===== config.mk =====
export PLATFORM = sky130hd
export DESIGN_NAME = cmfsc_top
export DESIGN_NICKNAME = d
export VERILOG_FILES = /design/src/cmfsc_pkg.sv /design/src/cmfsc_top.sv
export SDC_FILE = /design/constraint.sdc
export NUM_CORES = 1
export LEC_CHECK = 0
export BUFFER_PORTS_ARGS = -buffer_cell sky130_fd_sc_hd__clkbuf_2
export CAP_MARGIN = 20
export CORE_MARGIN = 2
export CORE_UTILIZATION = 45
export CTS_CLUSTER_DIAMETER = 200
export CTS_CLUSTER_SIZE = 40
export DETAILED_ROUTE_END_ITERATION = 8
export HOLD_SLACK_MARGIN = 0.15
export MAX_ROUTING_LAYER = met4
export PLACE_DENSITY = 0.65
export SLEW_MARGIN = 15
export SYNTH_ARGS = -nofsm -noshare
export SYNTH_HDL_FRONTEND = slang
export SYNTH_SLANG_ARGS = --single-unit

===== constraint.sdc =====
create_clock -name clock_in -period 2.2 [get_ports clock_in]
set_input_delay 0.55 -clock clock_in [delete_from_list [all_inputs] [get_ports clock_in]]
set_output_delay 0.55 -clock clock_in [all_outputs]
set_load 0.005 [all_outputs]

===== src/cmfsc_pkg.sv =====
// Package for the clock mode and loop status/control block.
// Assumes a single 25 MHz bus clock; reference clocks arrive as sampled inputs.
package cmfsc_pkg;

   // Register indices on the plain register port.
   localparam logic [2:0] CMFSC_ADDR_CTRL1  = 3'h0;
   localparam logic [2:0] CMFSC_ADDR_CTRL2  = 3'h1;
   localparam logic [2:0] CMFSC_ADDR_STATUS = 3'h2;
   localparam logic [2:0] CMFSC_ADDR_MODE   = 3'h3;

   // Field positions in the status and range control register.
   localparam int CMFSC_RANGE_LSB  = 6;
   localparam int CMFSC_MAXF_BIT   = 5;
   localparam int CMFSC_REFST_BIT  = 4;
   localparam int CMFSC_CLOCK_MODE_STATUS_LSB  = 2;
   localparam int CMFSC_OSCRDY_BIT = 1;
   localparam int CMFSC_FINE_TRIM_BIT  = 0;

   // Field positions in control register 1.
   localparam int CMFSC_SRC_LSB     = 6;
   localparam int CMFSC_DIV_LSB     = 3;
   localparam int CMFSC_REFSEL_BIT  = 2;
   localparam int CMFSC_IROE_BIT    = 1;
   localparam int CMFSC_IRSTOP_BIT  = 0;

   // Field positions in control register 2.
   localparam int CMFSC_LP_BIT      = 3;
   localparam int CMFSC_OSCREQ_BIT  = 2;
   localparam int CMFSC_EROE_BIT    = 1;
   localparam int CMFSC_ERSTOP_BIT  = 0;

   // Values after reset.
   localparam logic [7:0] CMFSC_CTRL1_RST = 8'h04;
   localparam logic [7:0] CMFSC_CTRL2_RST = 8'h00;
   localparam logic [1:0] CMFSC_RANGE_RST = 2'h0;

   // Range codes and loop multipliers.
   localparam logic [1:0] CMFSC_RANGE_LOW  = 2'h0;
   localparam logic [1:0] CMFSC_RANGE_MID  = 2'h1;
   localparam logic [1:0] CMFSC_RANGE_HIGH = 2'h2;
   localparam logic [1:0] CMFSC_RANGE_RSV  = 2'h3;
   localparam logic [10:0] CMFSC_MULT_LOW   = 11'h200;
   localparam logic [10:0] CMFSC_MULT_MID   = 11'h400;
   localparam logic [10:0] CMFSC_MULT_HIGH  = 11'h600;
   localparam logic [10:0] CMFSC_MULTX_LOW  = 11'h260;
   localparam logic [10:0] CMFSC_MULTX_MID  = 11'h4C0;
   localparam logic [10:0] CMFSC_MULTX_HIGH = 11'h720;

   // Source select codes.
   localparam logic [1:0] CMFSC_SRC_LOOP = 2'h0;
   localparam logic [1:0] CMFSC_SRC_IREF = 2'h1;
   localparam logic [1:0] CMFSC_SRC_EREF = 2'h2;

   // Oscillator start-up time and its cycle count.
   localparam int CMFSC_OSC_START_US  = 40;
   localparam int CMFSC_CLK_MHZ       = 25;
   localparam int CMFSC_OSC_START_CYC = CMFSC_OSC_START_US * CMFSC_CLK_MHZ;
   // New oscillator range start-up delay in cycles.
   localparam int CMFSC_RANGE_START_CYC = 16;

   typedef enum logic [2:0] {
      CMFSC_MODE_ENG_INT,
      CMFSC_MODE_ENG_EXT,
      CMFSC_MODE_BYP_INT,
      CMFSC_MODE_BYP_INT_LP,
      CMFSC_MODE_BYP_EXT,
      CMFSC_MODE_BYP_EXT_LP,
      CMFSC_MODE_STOP
   } cmfsc_mode_e;

   typedef struct packed {
      logic [2:0] addr;
      logic [7:0] wdata;
      logic       wr;
      logic       rd;
   } cmfsc_bus_s;

   typedef struct packed {
      logic unit_clock_en;
      logic debug_local_clock_en;
      logic int_ref_clock_en;
      logic ext_ref_clock_en;
      logic loop_enable;
   } cmfsc_clk_s;

endpackage : cmfsc_pkg


===== src/cmfsc_top.sv =====
// Status and control logic of the clock unit with frequency-locked loop.
// Assumes one 25 MHz clock; all pin inputs are synchronous to it except the
// oscillator running level, which comes from the analogue side and is synchronised.
`timescale 1ns/100ps
`default_nettype none
module cmfsc_top
   import cmfsc_pkg::*;
#(
   parameter int OSC_START_CYC = CMFSC_OSC_START_CYC
) (
   input  wire logic                  clock_in,           // Bus clock.
   input  wire logic                  rst_in,             // Synchronous reset, high.
   input  wire cmfsc_pkg::cmfsc_bus_s bus_in,             // Register request.
   output logic [7:0]                 rdata_out,          // Read data, cycle after read.
   input  wire logic                  factory_trim_in,    // Factory fine trim value.
   input  wire logic                  debug_active_in,    // Background debug active.
   input  wire logic                  stop_in,            // System stop request.
   input  wire logic                  osc_running_in,     // External oscillator toggling.
   output cmfsc_pkg::cmfsc_clk_s      clk_out,            // Clock gate enables.
   output cmfsc_pkg::cmfsc_mode_e     mode_out,           // Current operating mode.
   output logic [10:0]                multiplier_out,     // Loop multiplier in use.
   output logic [1:0]                 range_active_out,   // Oscillator range in use.
   output logic                       fine_trim_out       // Fine trim to oscillator.
);
   import cmfsc_pkg::*;

   logic [7:0]   ctrl1_q;
   logic [7:0]   ctrl2_q;
   logic [1:0]   range_sel_q;
   logic         max_tune_q;
   logic         fine_trim_q;
   logic         trim_loaded_q;
   logic [1:0]   range_use_q;
   logic [4:0]   range_cnt_q;
   logic         ref_use_q;
   logic [1:0]   src_use_q;
   logic [1:0]   sync_ref_q;
   logic [3:0]   sync_src_q;
   logic [3:0]   sync_rng_q;
   logic         osc_rdy_q;
   logic [15:0]  osc_cnt_q;
   logic [1:0]   osc_sync_q;
   logic [7:0]   rdata_q;
   cmfsc_mode_e  mode_q;
   cmfsc_mode_e  mode_d;
   cmfsc_clk_s   clk_q;
   cmfsc_clk_s   clk_d;
   logic [10:0]  mult_q;
   logic [10:0]  mult_d;

   logic        wr1;
   logic        wr2;
   logic        wrs;
   logic [1:0]  src_sel;
   logic        ref_sel;
   logic        lp;
   logic        ext_needed;
   logic        src_ok;
   logic        eroe_fall;

   assign wr1     = bus_in.wr && (bus_in.addr == CMFSC_ADDR_CTRL1);
   assign wr2     = bus_in.wr && (bus_in.addr == CMFSC_ADDR_CTRL2);
   assign wrs     = bus_in.wr && (bus_in.addr == CMFSC_ADDR_STATUS);
   assign ref_sel = ctrl1_q[CMFSC_REFSEL_BIT];
   assign lp      = ctrl2_q[CMFSC_LP_BIT];
   // Reserved source code falls back to loop output.
   assign src_sel = (ctrl1_q[CMFSC_SRC_LSB +: 2] == CMFSC_RANGE_RSV) ? CMFSC_SRC_LOOP
                                                                     : ctrl1_q[CMFSC_SRC_LSB +: 2];
   assign ext_needed = ctrl2_q[CMFSC_EROE_BIT] || !ref_use_q || (src_use_q == CMFSC_SRC_EREF) ||
                       (src_sel == CMFSC_SRC_EREF);
   // External source is usable only once the oscillator is ready or no crystal is requested.
   assign src_ok  = (src_sel != CMFSC_SRC_EREF) || !ctrl2_q[CMFSC_OSCREQ_BIT] || osc_rdy_q;
   // Ready clears on the write that drops the output enable, not on its level, so an
   // external mode with the output enable off can still bring the oscillator up.
   assign eroe_fall = wr2 && ctrl2_q[CMFSC_EROE_BIT] && !bus_in.wdata[CMFSC_EROE_BIT];

   always_ff @(posedge clock_in) begin
      if (rst_in) begin
         ctrl1_q <= CMFSC_CTRL1_RST;
         ctrl2_q <= CMFSC_CTRL2_RST;
      end else begin
         if (wr1) begin
            ctrl1_q <= bus_in.wdata;
         end
         if (wr2) begin
            ctrl2_q <= bus_in.wdata;
         end
      end
   end

   always_ff @(posedge clock_in) begin
      if (rst_in) begin
         range_sel_q <= CMFSC_RANGE_RST;
         max_tune_q  <= 1'b0;
      end else if (wrs) begin
         max_tune_q <= bus_in.wdata[CMFSC_MAXF_BIT];
         if (!lp && bus_in.wdata[CMFSC_RANGE_LSB +: 2] != CMFSC_RANGE_RSV) begin
            range_sel_q <= bus_in.wdata[CMFSC_RANGE_LSB +: 2];
         end
      end
   end

   // Fine trim is caught on the first cycle after reset release.
   always_ff @(posedge clock_in) begin
      if (rst_in) begin
         fine_trim_q   <= 1'b0;
         trim_loaded_q <= 1'b0;
      end else if (!trim_loaded_q) begin
         trim_loaded_q <= 1'b1;
         fine_trim_q   <= debug_active_in ? 1'b0 : factory_trim_in;
      end else if (wrs) begin
         fine_trim_q <= bus_in.wdata[CMFSC_FINE_TRIM_BIT];
      end
   end

   // Two-stage synchronisers model the crossing into the bus domain.
   always_ff @(posedge clock_in) begin
      if (rst_in) begin
         sync_ref_q <= 2'h3;
         sync_src_q <= 4'h0;
         sync_rng_q <= 4'h0;
      end else begin
         sync_ref_q <= {sync_ref_q[0], ref_sel};
         sync_src_q <= {sync_src_q[1:0], src_ok ? src_sel : src_use_q};
         sync_rng_q <= {sync_rng_q[1:0], range_sel_q};
      end
   end

   always_ff @(posedge clock_in) begin
      if (rst_in) begin
         ref_use_q <= 1'b1;
         src_use_q <= CMFSC_SRC_LOOP;
      end else begin
         ref_use_q <= sync_ref_q[1];
         src_use_q <= sync_src_q[3:2];
      end
   end

   // In engaged modes the active range moves only after the new range has started.
   always_ff @(posedge clock_in) begin
      if (rst_in) begin
         range_use_q <= CMFSC_RANGE_RST;
         range_cnt_q <= 5'h0;
      end else if (sync_rng_q[3:2] == range_use_q) begin
         range_cnt_q <= 5'h0;
      end else if (src_use_q != CMFSC_SRC_LOOP || range_cnt_q == 5'(CMFSC_RANGE_START_CYC)) begin
         range_use_q <= sync_rng_q[3:2];
         range_cnt_q <= 5'h0;
      end else begin
         range_cnt_q <= range_cnt_q + 5'h1;
      end
   end

   // Oscillator ready after start-up; cleared only by enable or request clear.
   always_ff @(posedge clock_in) begin
      if (rst_in) begin
         osc_sync_q <= 2'h0;
         osc_cnt_q  <= 16'h0;
         osc_rdy_q  <= 1'b0;
      end else begin
         osc_sync_q <= {osc_sync_q[0], osc_running_in};
         if (eroe_fall || !ctrl2_q[CMFSC_OSCREQ_BIT]) begin
            osc_rdy_q <= 1'b0;
            osc_cnt_q <= 16'h0;
         end else if (ext_needed && osc_sync_q[1] && !osc_rdy_q) begin
            if (osc_cnt_q == 16'(OSC_START_CYC - 1)) begin
               osc_rdy_q <= 1'b1;
            end else begin
               osc_cnt_q <= osc_cnt_q + 16'h1;
            end
         end
      end
   end

   always_comb begin
      case (src_use_q)
         CMFSC_SRC_LOOP: mode_d = ref_use_q ? CMFSC_MODE_ENG_INT : CMFSC_MODE_ENG_EXT;
         CMFSC_SRC_IREF: mode_d = (lp && !debug_active_in) ? CMFSC_MODE_BYP_INT_LP
                                                          : CMFSC_MODE_BYP_INT;
         CMFSC_SRC_EREF: mode_d = (lp && !debug_active_in) ? CMFSC_MODE_BYP_EXT_LP
                                                          : CMFSC_MODE_BYP_EXT;
         default:        mode_d = CMFSC_MODE_ENG_INT;
      endcase
      if (stop_in) begin
         mode_d = CMFSC_MODE_STOP;
      end
   end

   always_comb begin
      clk_d = '0;
      case (mode_d)
         CMFSC_MODE_STOP: begin
            clk_d.int_ref_clock_en = ctrl1_q[CMFSC_IROE_BIT] && ctrl1_q[CMFSC_IRSTOP_BIT];
            clk_d.ext_ref_clock_en = ctrl2_q[CMFSC_EROE_BIT] && ctrl2_q[CMFSC_ERSTOP_BIT];
         end
         CMFSC_MODE_BYP_INT_LP, CMFSC_MODE_BYP_EXT_LP: begin
            clk_d.unit_clock_en    = 1'b1;
            clk_d.int_ref_clock_en = ctrl1_q[CMFSC_IROE_BIT];
            clk_d.ext_ref_clock_en = ctrl2_q[CMFSC_EROE_BIT];
         end
         default: begin
            clk_d.unit_clock_en        = 1'b1;
            clk_d.debug_local_clock_en = 1'b1;
            clk_d.loop_enable          = 1'b1;
            clk_d.int_ref_clock_en     = ctrl1_q[CMFSC_IROE_BIT];
            clk_d.ext_ref_clock_en     = ctrl2_q[CMFSC_EROE_BIT];
         end
      endcase
   end

   always_comb begin
      case (range_use_q)
         CMFSC_RANGE_LOW:  mult_d = max_tune_q ? CMFSC_MULTX_LOW  : CMFSC_MULT_LOW;
         CMFSC_RANGE_MID:  mult_d = max_tune_q ? CMFSC_MULTX_MID  : CMFSC_MULT_MID;
         CMFSC_RANGE_HIGH: mult_d = max_tune_q ? CMFSC_MULTX_HIGH : CMFSC_MULT_HIGH;
         default:          mult_d = CMFSC_MULT_LOW;
      endcase
   end

   always_ff @(posedge clock_in) begin
      if (rst_in) begin
         mode_q <= CMFSC_MODE_ENG_INT;
         clk_q  <= '0;
         mult_q <= CMFSC_MULT_LOW;
      end else begin
         mode_q <= mode_d;
         clk_q  <= clk_d;
         mult_q <= mult_d;
      end
   end

   always_ff @(posedge clock_in) begin
      if (rst_in) begin
         rdata_q <= 8'h00;
      end else if (bus_in.rd) begin
         case (bus_in.addr)
            CMFSC_ADDR_CTRL1:  rdata_q <= ctrl1_q;
            CMFSC_ADDR_CTRL2:  rdata_q <= ctrl2_q;
            CMFSC_ADDR_STATUS: rdata_q <= {range_use_q, max_tune_q, ref_use_q,
                                           src_use_q, osc_rdy_q, fine_trim_q};
            CMFSC_ADDR_MODE:   rdata_q <= {5'h00, mode_q};
            default:           rdata_q <= 8'h00;
         endcase
      end else begin
         rdata_q <= 8'h00;
      end
   end

   assign rdata_out        = rdata_q;
   assign clk_out          = clk_q;
   assign mode_out         = mode_q;
   assign multiplier_out   = mult_q;
   assign range_active_out = range_use_q;
   assign fine_trim_out    = fine_trim_q;

endmodule : cmfsc_top
`default_nettype wire


Word-level counts from Yosys, hierarchy flattened
Index checks and enable logic that the tools add are counted.
- memories kept: 0
- ROM bits: 0
- latch bits: 0
- bits of input ports: 19
- memory bits (writable): 0
- register bits after elaboration: 86
- output and inout bits: 30
- word-level logic and storage cells: 101
- shifts and indexed selects: 0
- multiply operators: 0
- $lt $le $gt $ge: 0
- bitwise logic cells: 3
- muxes and demuxes: 19
- eq/ne operators: 18
- add/sub/neg operators: 2
- divide/modulo/power cells: 0
- reduce and logical (&&, ||, !) cells: 36
- operator list (cell ; number):
    11-bit one-hot mux with 3 select lines ; 1
    8-bit one-hot mux with 4 select lines ; 1
    16-bit by 1-bit adder with 16-bit output (second input constant) ; 1
    16-bit by 10-bit == test with 1-bit output (second input constant) ; 1
    1-bit logical AND ; 11
    3-bit by 2-bit == test with 1-bit output (second input constant) ; 3
    1-bit 2-to-1 mux ; 9
    9-bit 2-to-1 mux ; 1
    3-bit one-hot mux with 3 select lines ; 1
    2-bit == test (second input constant) ; 4
    8-bit 2-to-1 mux ; 1
    2-bit AND reduction ; 4
    1-bit logical OR ; 7
    7-bit 2-to-1 mux ; 1
    3-bit == test (second input constant) ; 2
    1-bit logical NOT ; 6
    2-bit 2-to-1 mux ; 3
    3-bit OR reduction ; 2
    5-bit by 1-bit adder with 5-bit output (second input constant) ; 1
    5-bit == test (second input constant) ; 1
    2-bit by 1-bit == test with 1-bit output (second input constant) ; 2
    2-bit logical NOT ; 2
    2-bit inequality test (second input constant) ; 2
    2-bit OR reduction ; 2
    7 further kinds ; 9

Depth between registers and ports, before layout
Gate-level depths: netlist (run 1).
- depth after elaboration: 8
- mapped depth: 7
- depth with buffers taken out: 6

Worst setup path before layout (run 1)
OpenSTA, ideal clock, no wires.
- path kind: input to register
- start: input bus_in[10] (netlist bit)
- end: register fine_trim_q (netlist: fine_trim_out)
- path slack: 0.491 ns
- cell stages on the path: 4
- data arrival time: 1.581 ns
- setup time: 0.128 ns
- path buffers: 0
- required time: 2.072 ns
- path through: or4bb_1 -> mux2_2 -> a22oi_1 -> nor2_1
- longest elaborated chain between the ends: 3
- ends and longest elaborated chain (what ; line ; RTL):
    start: declaration ; cmfsc_top.sv:13 ; input wire cmfsc_pkg::cmfsc_bus_s bus_in,
    3-bit by 2-bit == test with 1-bit output ; cmfsc_top.sv:63 ; assign wrs = bus_in.wr && (bus_in.addr == CMFSC_ADDR_STATUS);
    1-bit logical AND ; cmfsc_top.sv:63 ;
    2-bit by 1-bit inequality test with 1-bit output (no line) ; n/a ;
    end signal: assignment ; cmfsc_top.sv:110 ; fine_trim_q <= debug_active_in ? 1'b0 : factory_trim_in;
    end signal: assignment ; cmfsc_top.sv:112 ; fine_trim_q <= bus_in.wdata[CMFSC_FINE_TRIM_BIT];
    end: declaration ; cmfsc_top.sv:31 ; logic fine_trim_q;
Every way passes these cells.
A chain may end at the register's enable or synchronous reset.

Worst setup path after layout (run 1)
- start: register osc_cnt_q[0]
- end: register osc_cnt_q[5]
- longest elaborated chain between the ends: 3
- elaborated cells between the ends (all ways): 4
- ends and longest elaborated chain (what ; line ; RTL):
    start: declaration ; cmfsc_top.sv:41 ; logic [15:0] osc_cnt_q;
    start signal: assignment ; cmfsc_top.sv:169 ; osc_cnt_q <= osc_cnt_q + 16'h1;
    parallel branches: the longest is 3 deep, another holds 16-bit by 1-bit adder with 16-bit output ; n/a ;
Parallel ways; which one is timed is not known.

==> results of run 1 <==
## state kept, by name, indices dropped and copies added, names as in the netlist, 2 cells and up
register / count
osc_cnt_q: 16
range_sel_q: 2
rdata_out: 8
osc_sync_q: 2
range_cnt_q: 5
ctrl1_q: 8
sync_rng_q: 4
mode_out: 3
range_active_out: 2
ctrl2_q: 8
sync_src_q: 4
multiplier_out: 6
src_use_q: 2
clk_out: 4
sync_ref_q: 2
## power by group through the flow
| stage | clock (mW) | sequential, mW | combinational [mW] |
|---|---|---|---|
| 6_report | 1.19 | 1.50 | 0.125 |
| 5_1_grt | 1.28 | 1.50 | 0.137 |
| 4_1_cts | 1.21 | 1.50 | 0.126 |
| 3_5_place_dp | 0 | 1.53 | 0.125 |
| 3_3_place_gp | 0 | 1.53 | 0.123 |
| 2_1_floorplan | 0 | 1.53 | 0.0753 |
## metrics by stage
step	utilization [%]	cell area [um2]	hold slack, ps	std cells
2_1_floorplan	-	3324	389.5	346
3_3_place_gp	50.83	3647	392.5	480
3_5_place_dp	50.83	3647	407.1	480
4_1_cts	53.84	3864	426.2	494
5_1_grt	53.84	3864	433.3	494
6_report	53.84	3864	421.1	494
## worst register-to-register path, delay by kind of cell, from the launching register on
| kind | cells | cell delay (ps) |
|---|---|---|
| AOI/OAI and AO/OA | 1 | 150 |
| and+or+nand+nor | 3 | 1070 |
| adders and majority gates | 1 | 230 |
| DFF | 1 | 340 |
## cells in the mapped netlist, drive strengths merged, types with 2 or more instances
| cell | number | area share (%) |
|---|---|---|
| buf | 13 | 2.8 |
| and4 | 2 | 0.53 |
| a21oi | 24 | 3.6 |
| o21ai | 3 | 0.45 |
| o31ai | 10 | 2.3 |
| xor2 | 2 | 0.53 |
| ha | 7 | 2.6 |
| and2 | 2 | 0.38 |
| xnor2 | 4 | 1.1 |
| mux4 | 2 | 1.4 |
| and3 | 8 | 1.5 |
| inv | 12 | 1.4 |
| nor2 | 47 | 5.3 |
| nor4 | 4 | 0.76 |
| dfxtp | 81 | 49 |
| or2 | 4 | 0.76 |
| or4 | 10 | 2.3 |
| o21a | 4 | 0.91 |
| nand3 | 10 | 1.5 |
| and2b | 2 | 0.53 |
| clkbuf | 7 | 0.83 |
| nand4 | 5 | 0.95 |
| mux2i | 25 | 7.6 |
| nor3 | 6 | 0.91 |
| or3 | 3 | 0.57 |
| nand2b | 7 | 1.3 |
| nand2 | 8 | 0.91 |
| o311a | 2 | 0.60 |
| nor4bb | 2 | 0.60 |
| nor2b | 13 | 2.5 |
| nor3b | 2 | 0.45 |
## area by class of cell
class / instances / area share, %
Clock buffer: 11 / 3.918
Timing Repair Buffer: 55 / 7.902
Tap cell: 99 / 3.206
Multi-Input combinational cell: 233 / 40.16
Clock inverter: 3 / 1.684
Inverter: 12 / 1.166
Sequential cell: 81 / 41.97
## cells by family (layout without fill, tap and decap cells)
family                     count (synthesis)  count (layout)
adders and majority gates                  7               7
muxes                                     28              28
xor gates and xnor gates                   6               6
AOI/OAI and AO/OA                         49              49
buffers and inverters                     32              81
DFF                                       81              81
other                                      1               5
and+or+nand+nor                          138             138
## how the worst min path moves through the flow
stage / startpoint / endpoint / slack [ps] / cells past startpoint
CTS: osc_running_in / osc_sync_q[0] / 430 / 2
detailed placement: sync_ref_q[0] / sync_ref_q[1] / 410 / 1
floorplan: sync_ref_q[1] / ref_use_q / 390 / 1
global placement: sync_ref_q[0] / sync_ref_q[1] / 390 / 1
finish: sync_ref_q[1] / ref_use_q / 420 / 1
global route: sync_ref_q[1] / ref_use_q / 430 / 1
## routing by layer
layer	track usage (%)	vias up
li1	-	1289
met1	23.63	1190
met2	27.90	66
met3	4.862	6
met4	6.795	0
met5	-	-
==> summary.txt, run 1 <==
Detailed routing
  • Post-DR wirelength/cell: 14.23 um
  • DRT Pass-1 Iters: 4
  • Met2 routed wirelength: 3276 um
  • Post-route antenna net violation count: 0
  • Avg Vias per Cell: 5.164
  • Total vias in the final route: 2551
  • Detailed-route wire length on metal 1: 3246 um
  • Iteration-0 DRC Markers: 156
  • Final WL: 7032 um
  • Post-route DRC: 0
  • Highest routed metal layer: met4
  • Total met3 wirelength after detailed routing: 428 um

Floorplanning
  • Die Ht: 89.76 um
  • Boundary pin count: 49
  • Overall die area: 0.008056 mm2
  • Starting Density: 46.12%
  • DIE WIDTH: 89.76 um
  • # rows: 31
  • Area of the core: 0.007176 mm2

Synthesis
  • Synthesized cell area: 0.003309 mm2
  • Distinct cells, synth: 48
  • Proportion of synthesized flip-flops having asynchronous set or reset: 0%
  • Most used flip-flop cell after synthesis: dfxtp_1
  • Avg Synthesized Cell Area: 9.677 um2
  • Proportion of synthesized chip area in sequential cells: 49.00%
  • Share of the synthesized area in compound gates (AO/OA/AOI/OAI): 9.830%
  • Share of the synthesized netlist area taken by xor and xnor gates: 1.588%
  • Seq cells post-synth: 81
  • Cells after Synth: 342
  • Adder-cell share of the synthesized area: 2.647%
  • Total number of yosys warnings: 0
  • Dominant combinational cell family by area after synthesis: simple AND/OR/NAND/NOR gates
  • Simple-gate area share of the yosys netlist: 22.61%
  • Share of cell area taken by muxes after synthesis: 9.263%
  • Count of flip-flops with a built-in enable after synthesis: 0

Final layout
  • Commonest non-fill, non-tap cells in the layout: 81 x dfxtp_1, 47 x nor2_1, 43 x clkbuf_2
  • Area of combinational cells with multiple inputs: 0.001551 mm2
  • Number of antenna cells inserted: 0
  • # fillers: 650
  • Number of nets in the finished design: 418
  • Layout-stage area growth over the synthesis result: 16.75%
  • Fraction of final layout cells sized beyond drive strength 1: 20.25%
  • Most common cell after layout, fill and taps aside: dfxtp_1
  • Register cell area after layout: 0.001622 mm2

Critical path
  • Flop2flop setup slack: 340 ps
  • Reg2Reg Depth: 5
  • Crit path kind: reg2reg
  • Worst Setup SP: osc_cnt_q[0]
  • Highest-delay cell along the critical path: or4_1
  • Cell-by-cell listing of the critical path: ha_1 -> and3_1 -> and4_1 -> or4_1 -> a21oi_1
  • Worst path buffer plus inverter count: 0
  • Reg-to-reg endpoint: osc_cnt_q[5]
  • Cell count along the critical path: 5
  • End point of the critical path: osc_cnt_q[5]
  • Arrival time of the worst setup path: 2140 ps
  • Longest individual stage delay on the worst path: 520 ps
  • Required time reported for the critical path endpoint: 2480 ps
  • Worst Setup End Kind: register
  • CP Launch Type: register
  • CP Max Fanout: 17
  • Kind of cell with the highest combined delay on the critical path: simple AND/OR/NAND/NOR gates
  • Startpoint of the worst-slack reg-to-reg timing path: osc_cnt_q[0]

GRT
  • Antenna violations before repair: 0
  • Total grt overflow: 0
  • Wire length of the first global-routing pass: 11420 um
  • Pin count of the biggest net entering global routing: 29
  • Vias in the first global route: 2323
  • GRT Util Overall: 18.34%

Pwr
  • Part of the power in registers: 53.2%
  • Pint: 2.226 mW
  • Clock power share: 42.4%
  • Power spent charging and discharging nets: 0.5855 mW
  • Switching part of the total power: 20.83%
  • Tot Pwr: 2.811 mW
  • Maximum VDD drop: 376.5 uV
  • Gate power share: 4.5%
  • Leakage: 1.508 nW
  • P per Cell Area: 727.6 mW/mm2

Clock tree
  • Clk_lat worst skew: 350 ps
  • Number of buffers added for setup after CTS: 0
  • Number of hold buffers added after CTS: 0
  • CTS tree: done
  • Clock sink total: 81
  • Maximum buffer depth of the clock tree: 2
  • Post-cts repair resize count: 0
  • Root Driver: clkbuf_8
  • Clk slew on worst S/H paths: 80 ps
  • Total CTS buffers: 9
  • H-tree depth: 3

Placement
  • Placed wire-length estimate: 5075 um
  • Routability-driven placement congestion ratio: 0.8008
  • Count of port buffers added during placement: 43
  • Pre-CTS WS: 293.9 ps

STA
  • Final critical-path share of the clock period: 84.55%
  • Final Hold Viols: 0
  • Headroom to the max-slew limit: 65.35%
  • Final number of setup-violating endpoints: 0
  • Setup total negative slack: 0 ps
  • Actual transition at the worst max-transition pin: 519.8 ps
  • Final slew viol count: 0
  • Worst clock skew: 7.501 ps
  • Minimum clock period: 1860 ps
  • Unrepaired setup endpoints after global routing: no
  • Final Worst Setup Slack: 339.9 ps
  • Achievable frequency: 0.5376 GHz

Run status
  • Status: finished, final reports clean

Run
  • Count of maximum capacitance violations: 0

Worst hold path
  • Class of the tightest hold or removal check: reg2reg
No activity file was read; power rests on OpenSTA's default activity.
==> run 2: changes to the inputs <==
- clock period: 2.2 -> 1.79 ns (I/O delays scaled with it)
==> run 2 against run 1 <==
  * Hold slack got worse by 93 ps
  * Count of clock-buffer cells in the layout decreased by 1
  * Largest power group unchanged
  * Cell count increased by 3.0%
  * Clock skew is 1.4 ps higher
  * Global-route usage grew 0.49 points
  * Critical endpoint is now osc_cnt_q[10]
  * Highest routed layer unchanged
  * Core utilization is 2.0 points higher
  * Critical path type unchanged
  * Via count rose by 4.5%
  * Register-to-register slack worse by 290 ps
  * Sequential power increased by 23%
  * Maximum frequency increased by 6.8%
==> summary.txt, run 2 (synthesis gave the netlist of run 1 again) <==
STA
  • Worst hold slack: 328.6 ps (-92.50 ps)
  • Final slew viol count: 0 (unchanged)
  • Setup total negative slack: 0 ps (unchanged)
  • Worst clock skew: 8.866 ps (+1.365 ps)
  • Final number of setup-violating endpoints: 0 (unchanged)
  • Final critical-path share of the clock period: 97.28% (+13 points)
  • Unrepaired setup endpoints after global routing: yes
  • Minimum clock period: 1741 ps (-118.8 ps)
  • Final Hold Viols: 0 (unchanged)
  • Achievable frequency: 0.5743 GHz (+6.8%)

Final layout
  • Fraction of final layout cells sized beyond drive strength 1: 24.39% (+4.1 points)
  • Layout Utilization: 55.80% (+2.0 points)
  • Commonest non-fill, non-tap cells in the layout: 78 x dfxtp_1, 47 x nor2_1, 43 x clkbuf_2
  • Number of antenna cells inserted: 0 (unchanged)
  • Final design area excluding fillers: 0.004004 mm2 (+3.6%)
  • Layout-stage area growth over the synthesis result: 20.98%
  • # fillers: 658 (+1.2%)
  • Largest register FFs: 16 (unchanged)
  • Most common cell after layout, fill and taps aside: dfxtp_1
  • Most flop-heavy register: osc_cnt_q
  • Number of nets in the finished design: 431 (+3.1%)

Floorplanning
  • Overall die area: 0.008056 mm2 (unchanged)
  • Area of the core: 0.007176 mm2 (unchanged)
  • Die Ht: 89.76 um (unchanged)
  • Starting Density: 46.12% (unchanged)
  • Boundary pin count: 49 (unchanged)
  • # rows: 31 (unchanged)
  • DIE WIDTH: 89.76 um (unchanged)

Pwr
  • P per Cell Area: 849.8 mW/mm2 (+17%)
  • Leakage: 1.585 nW (+5.1%)
  • Maximum VDD drop: 655.2 uV (+74%)
  • Tot Pwr: 3.403 mW (+21%)

Detailed routing
  • Post-route DRC: 0 (unchanged)
  • Post-DR wirelength/cell: 14.26 um (+0.20%)
  • Final WL: 7260 um (+3.2%)
  • Post-route antenna net violation count: 0 (unchanged)
  • Iteration-0 DRC Markers: 193 (+24%)
  • DRT Pass-1 Iters: 4 (unchanged)
  • Total vias in the final route: 2665 (+4.5%)
  • Avg Vias per Cell: 5.236 (+1.4%)

Clock tree
  • Clk slew on worst S/H paths: 90 ps (about the same)
  • Maximum buffer depth of the clock tree: 2 (unchanged)
  • Total CTS buffers: 9 (unchanged)
  • H-tree depth: 3 (unchanged)
  • Clock sink total: 81 (unchanged)
  • Clk_lat worst skew: 360 ps (about the same)
  • Root Driver: clkbuf_8
  • CTS tree: done

Critical path
  • Cell-by-cell listing of the critical path: ha_1 -> and3_4 -> nand4_1 -> buf_4 -> o31a_1 -> o21a_1
  • Highest-delay cell along the critical path: dfxtp_1
  • Crit path kind: reg2reg
  • CP Max Fanout: 5 (-12)
  • Worst path buffer plus inverter count: 1 (+1)
  • Required time reported for the critical path endpoint: 2050 ps (-430 ps)
  • Arrival time of the worst setup path: 2000 ps (-140 ps)
  • Reg2Reg Depth: 6 (+1)
  • Startpoint of the worst-slack reg-to-reg timing path: osc_cnt_q[1]
  • Flop2flop setup slack: 50 ps (-290 ps)
  • CP Launch Type: register
  • Worst Setup End Kind: register
  • Longest individual stage delay on the worst path: 350 ps (-170 ps)
  • Kind of cell with the highest combined delay on the critical path: compound AO/OA/AOI/OAI gates
  • Reg-to-reg endpoint: osc_cnt_q[10]

GRT
  • Antenna violations before repair: 0 (unchanged)
  • Vias in the first global route: 2408 (+3.7%)
  • GRT Util Overall: 18.82% (+0.49 points)
  • Wire length of the first global-routing pass: 11780 um (+3.1%)
  • Pin count of the biggest net entering global routing: 34 (+17%)
  • Total grt overflow: 0 (unchanged)

Placement
  • Count of port buffers added during placement: 43 (unchanged)
  • Routability-driven placement congestion ratio: 0.8185 (+2.2%)
  • Placed wire-length estimate: 5240 um (+3.3%)
  • DP Area: 0.003775 mm2 (+3.5%)

Worst hold path
  • Start point of the worst hold path: osc_running_in
  • Min-Delay Endpoint: osc_sync_q[0]
  • Worst Hold Path Cells: 2 (+1)
  • Class of the tightest hold or removal check: in2reg

Run status
  • Status: finished, final reports clean

Run
  • Count of maximum capacitance violations: 0 (unchanged)
## run 2: cell types whose count changed in the layout (fill, tap and decap cells not counted), sizes merged
cell and delta:
bufinv -1, inv +2, buf +13, clkinv +2, clkbuf -1
## run 2: layout make-up
class	instances	area (um2)	area share [%]
inverter	12	45.04	1.125
multi-input combinational	233	1558	38.91
sequential	81	1625	40.59
clock inverter	6	73.82	1.844
clock buffer	10	137.6	3.438
timing repair buffer	68	440.4	11.00
tap	99	123.9	3.094
## run 2: power breakdown
part	switching (mW)	leakage (nW)	total (mW)	internal, mW
combinational	0.0876	0.820	0.163	0.0751
sequential	0.0139	0.657	1.84	1.82
clock	0.703	0.107	1.40	0.699
total	0.805	1.59	3.40	2.60
## run 2: what timing repair did
action	CTS	global route
setup buffers	0	1
gates resized for setup	0	5
setup endpoints to repair	0	14
hold buffers	0	0
## run 2: worst max path at each step
| stage | from | end | slack [ps] | cells past startpoint |
|---|---|---|---|---|
| after floorplan | osc_cnt_q[0] | osc_cnt_q[8] | 150 | 7 |
| after global placement | bus_in[10] | fine_trim_out | 60 | 5 |
| after detailed placement | osc_cnt_q[0] | osc_cnt_q[9] | 10 | 5 |
| after CTS | osc_cnt_q[0] | osc_cnt_q[9] | 0.7 | 5 |
| after global routing | osc_cnt_q[1] | osc_cnt_q[10] | -60 | 6 |
| final | osc_cnt_q[1] | osc_cnt_q[10] | 50 | 6 |
## run 2: routing by layer
layer	vias to the layer above	global-route usage [%]	wire, um
li1	1326	-	-
met1	1262	24.97	3459
met2	70	28.72	3376
met3	7	4.526	342
met4	0	5.769	82
met5	-	-	0
## run 2: through the flow
step,instances,setup WS [ps]
after detailed placement,492,12.01
after global placement,492,61.52
after CTS,508,0.6741
after global routing,509,-55.29
after floorplan,346,153.3
final,509,48.74
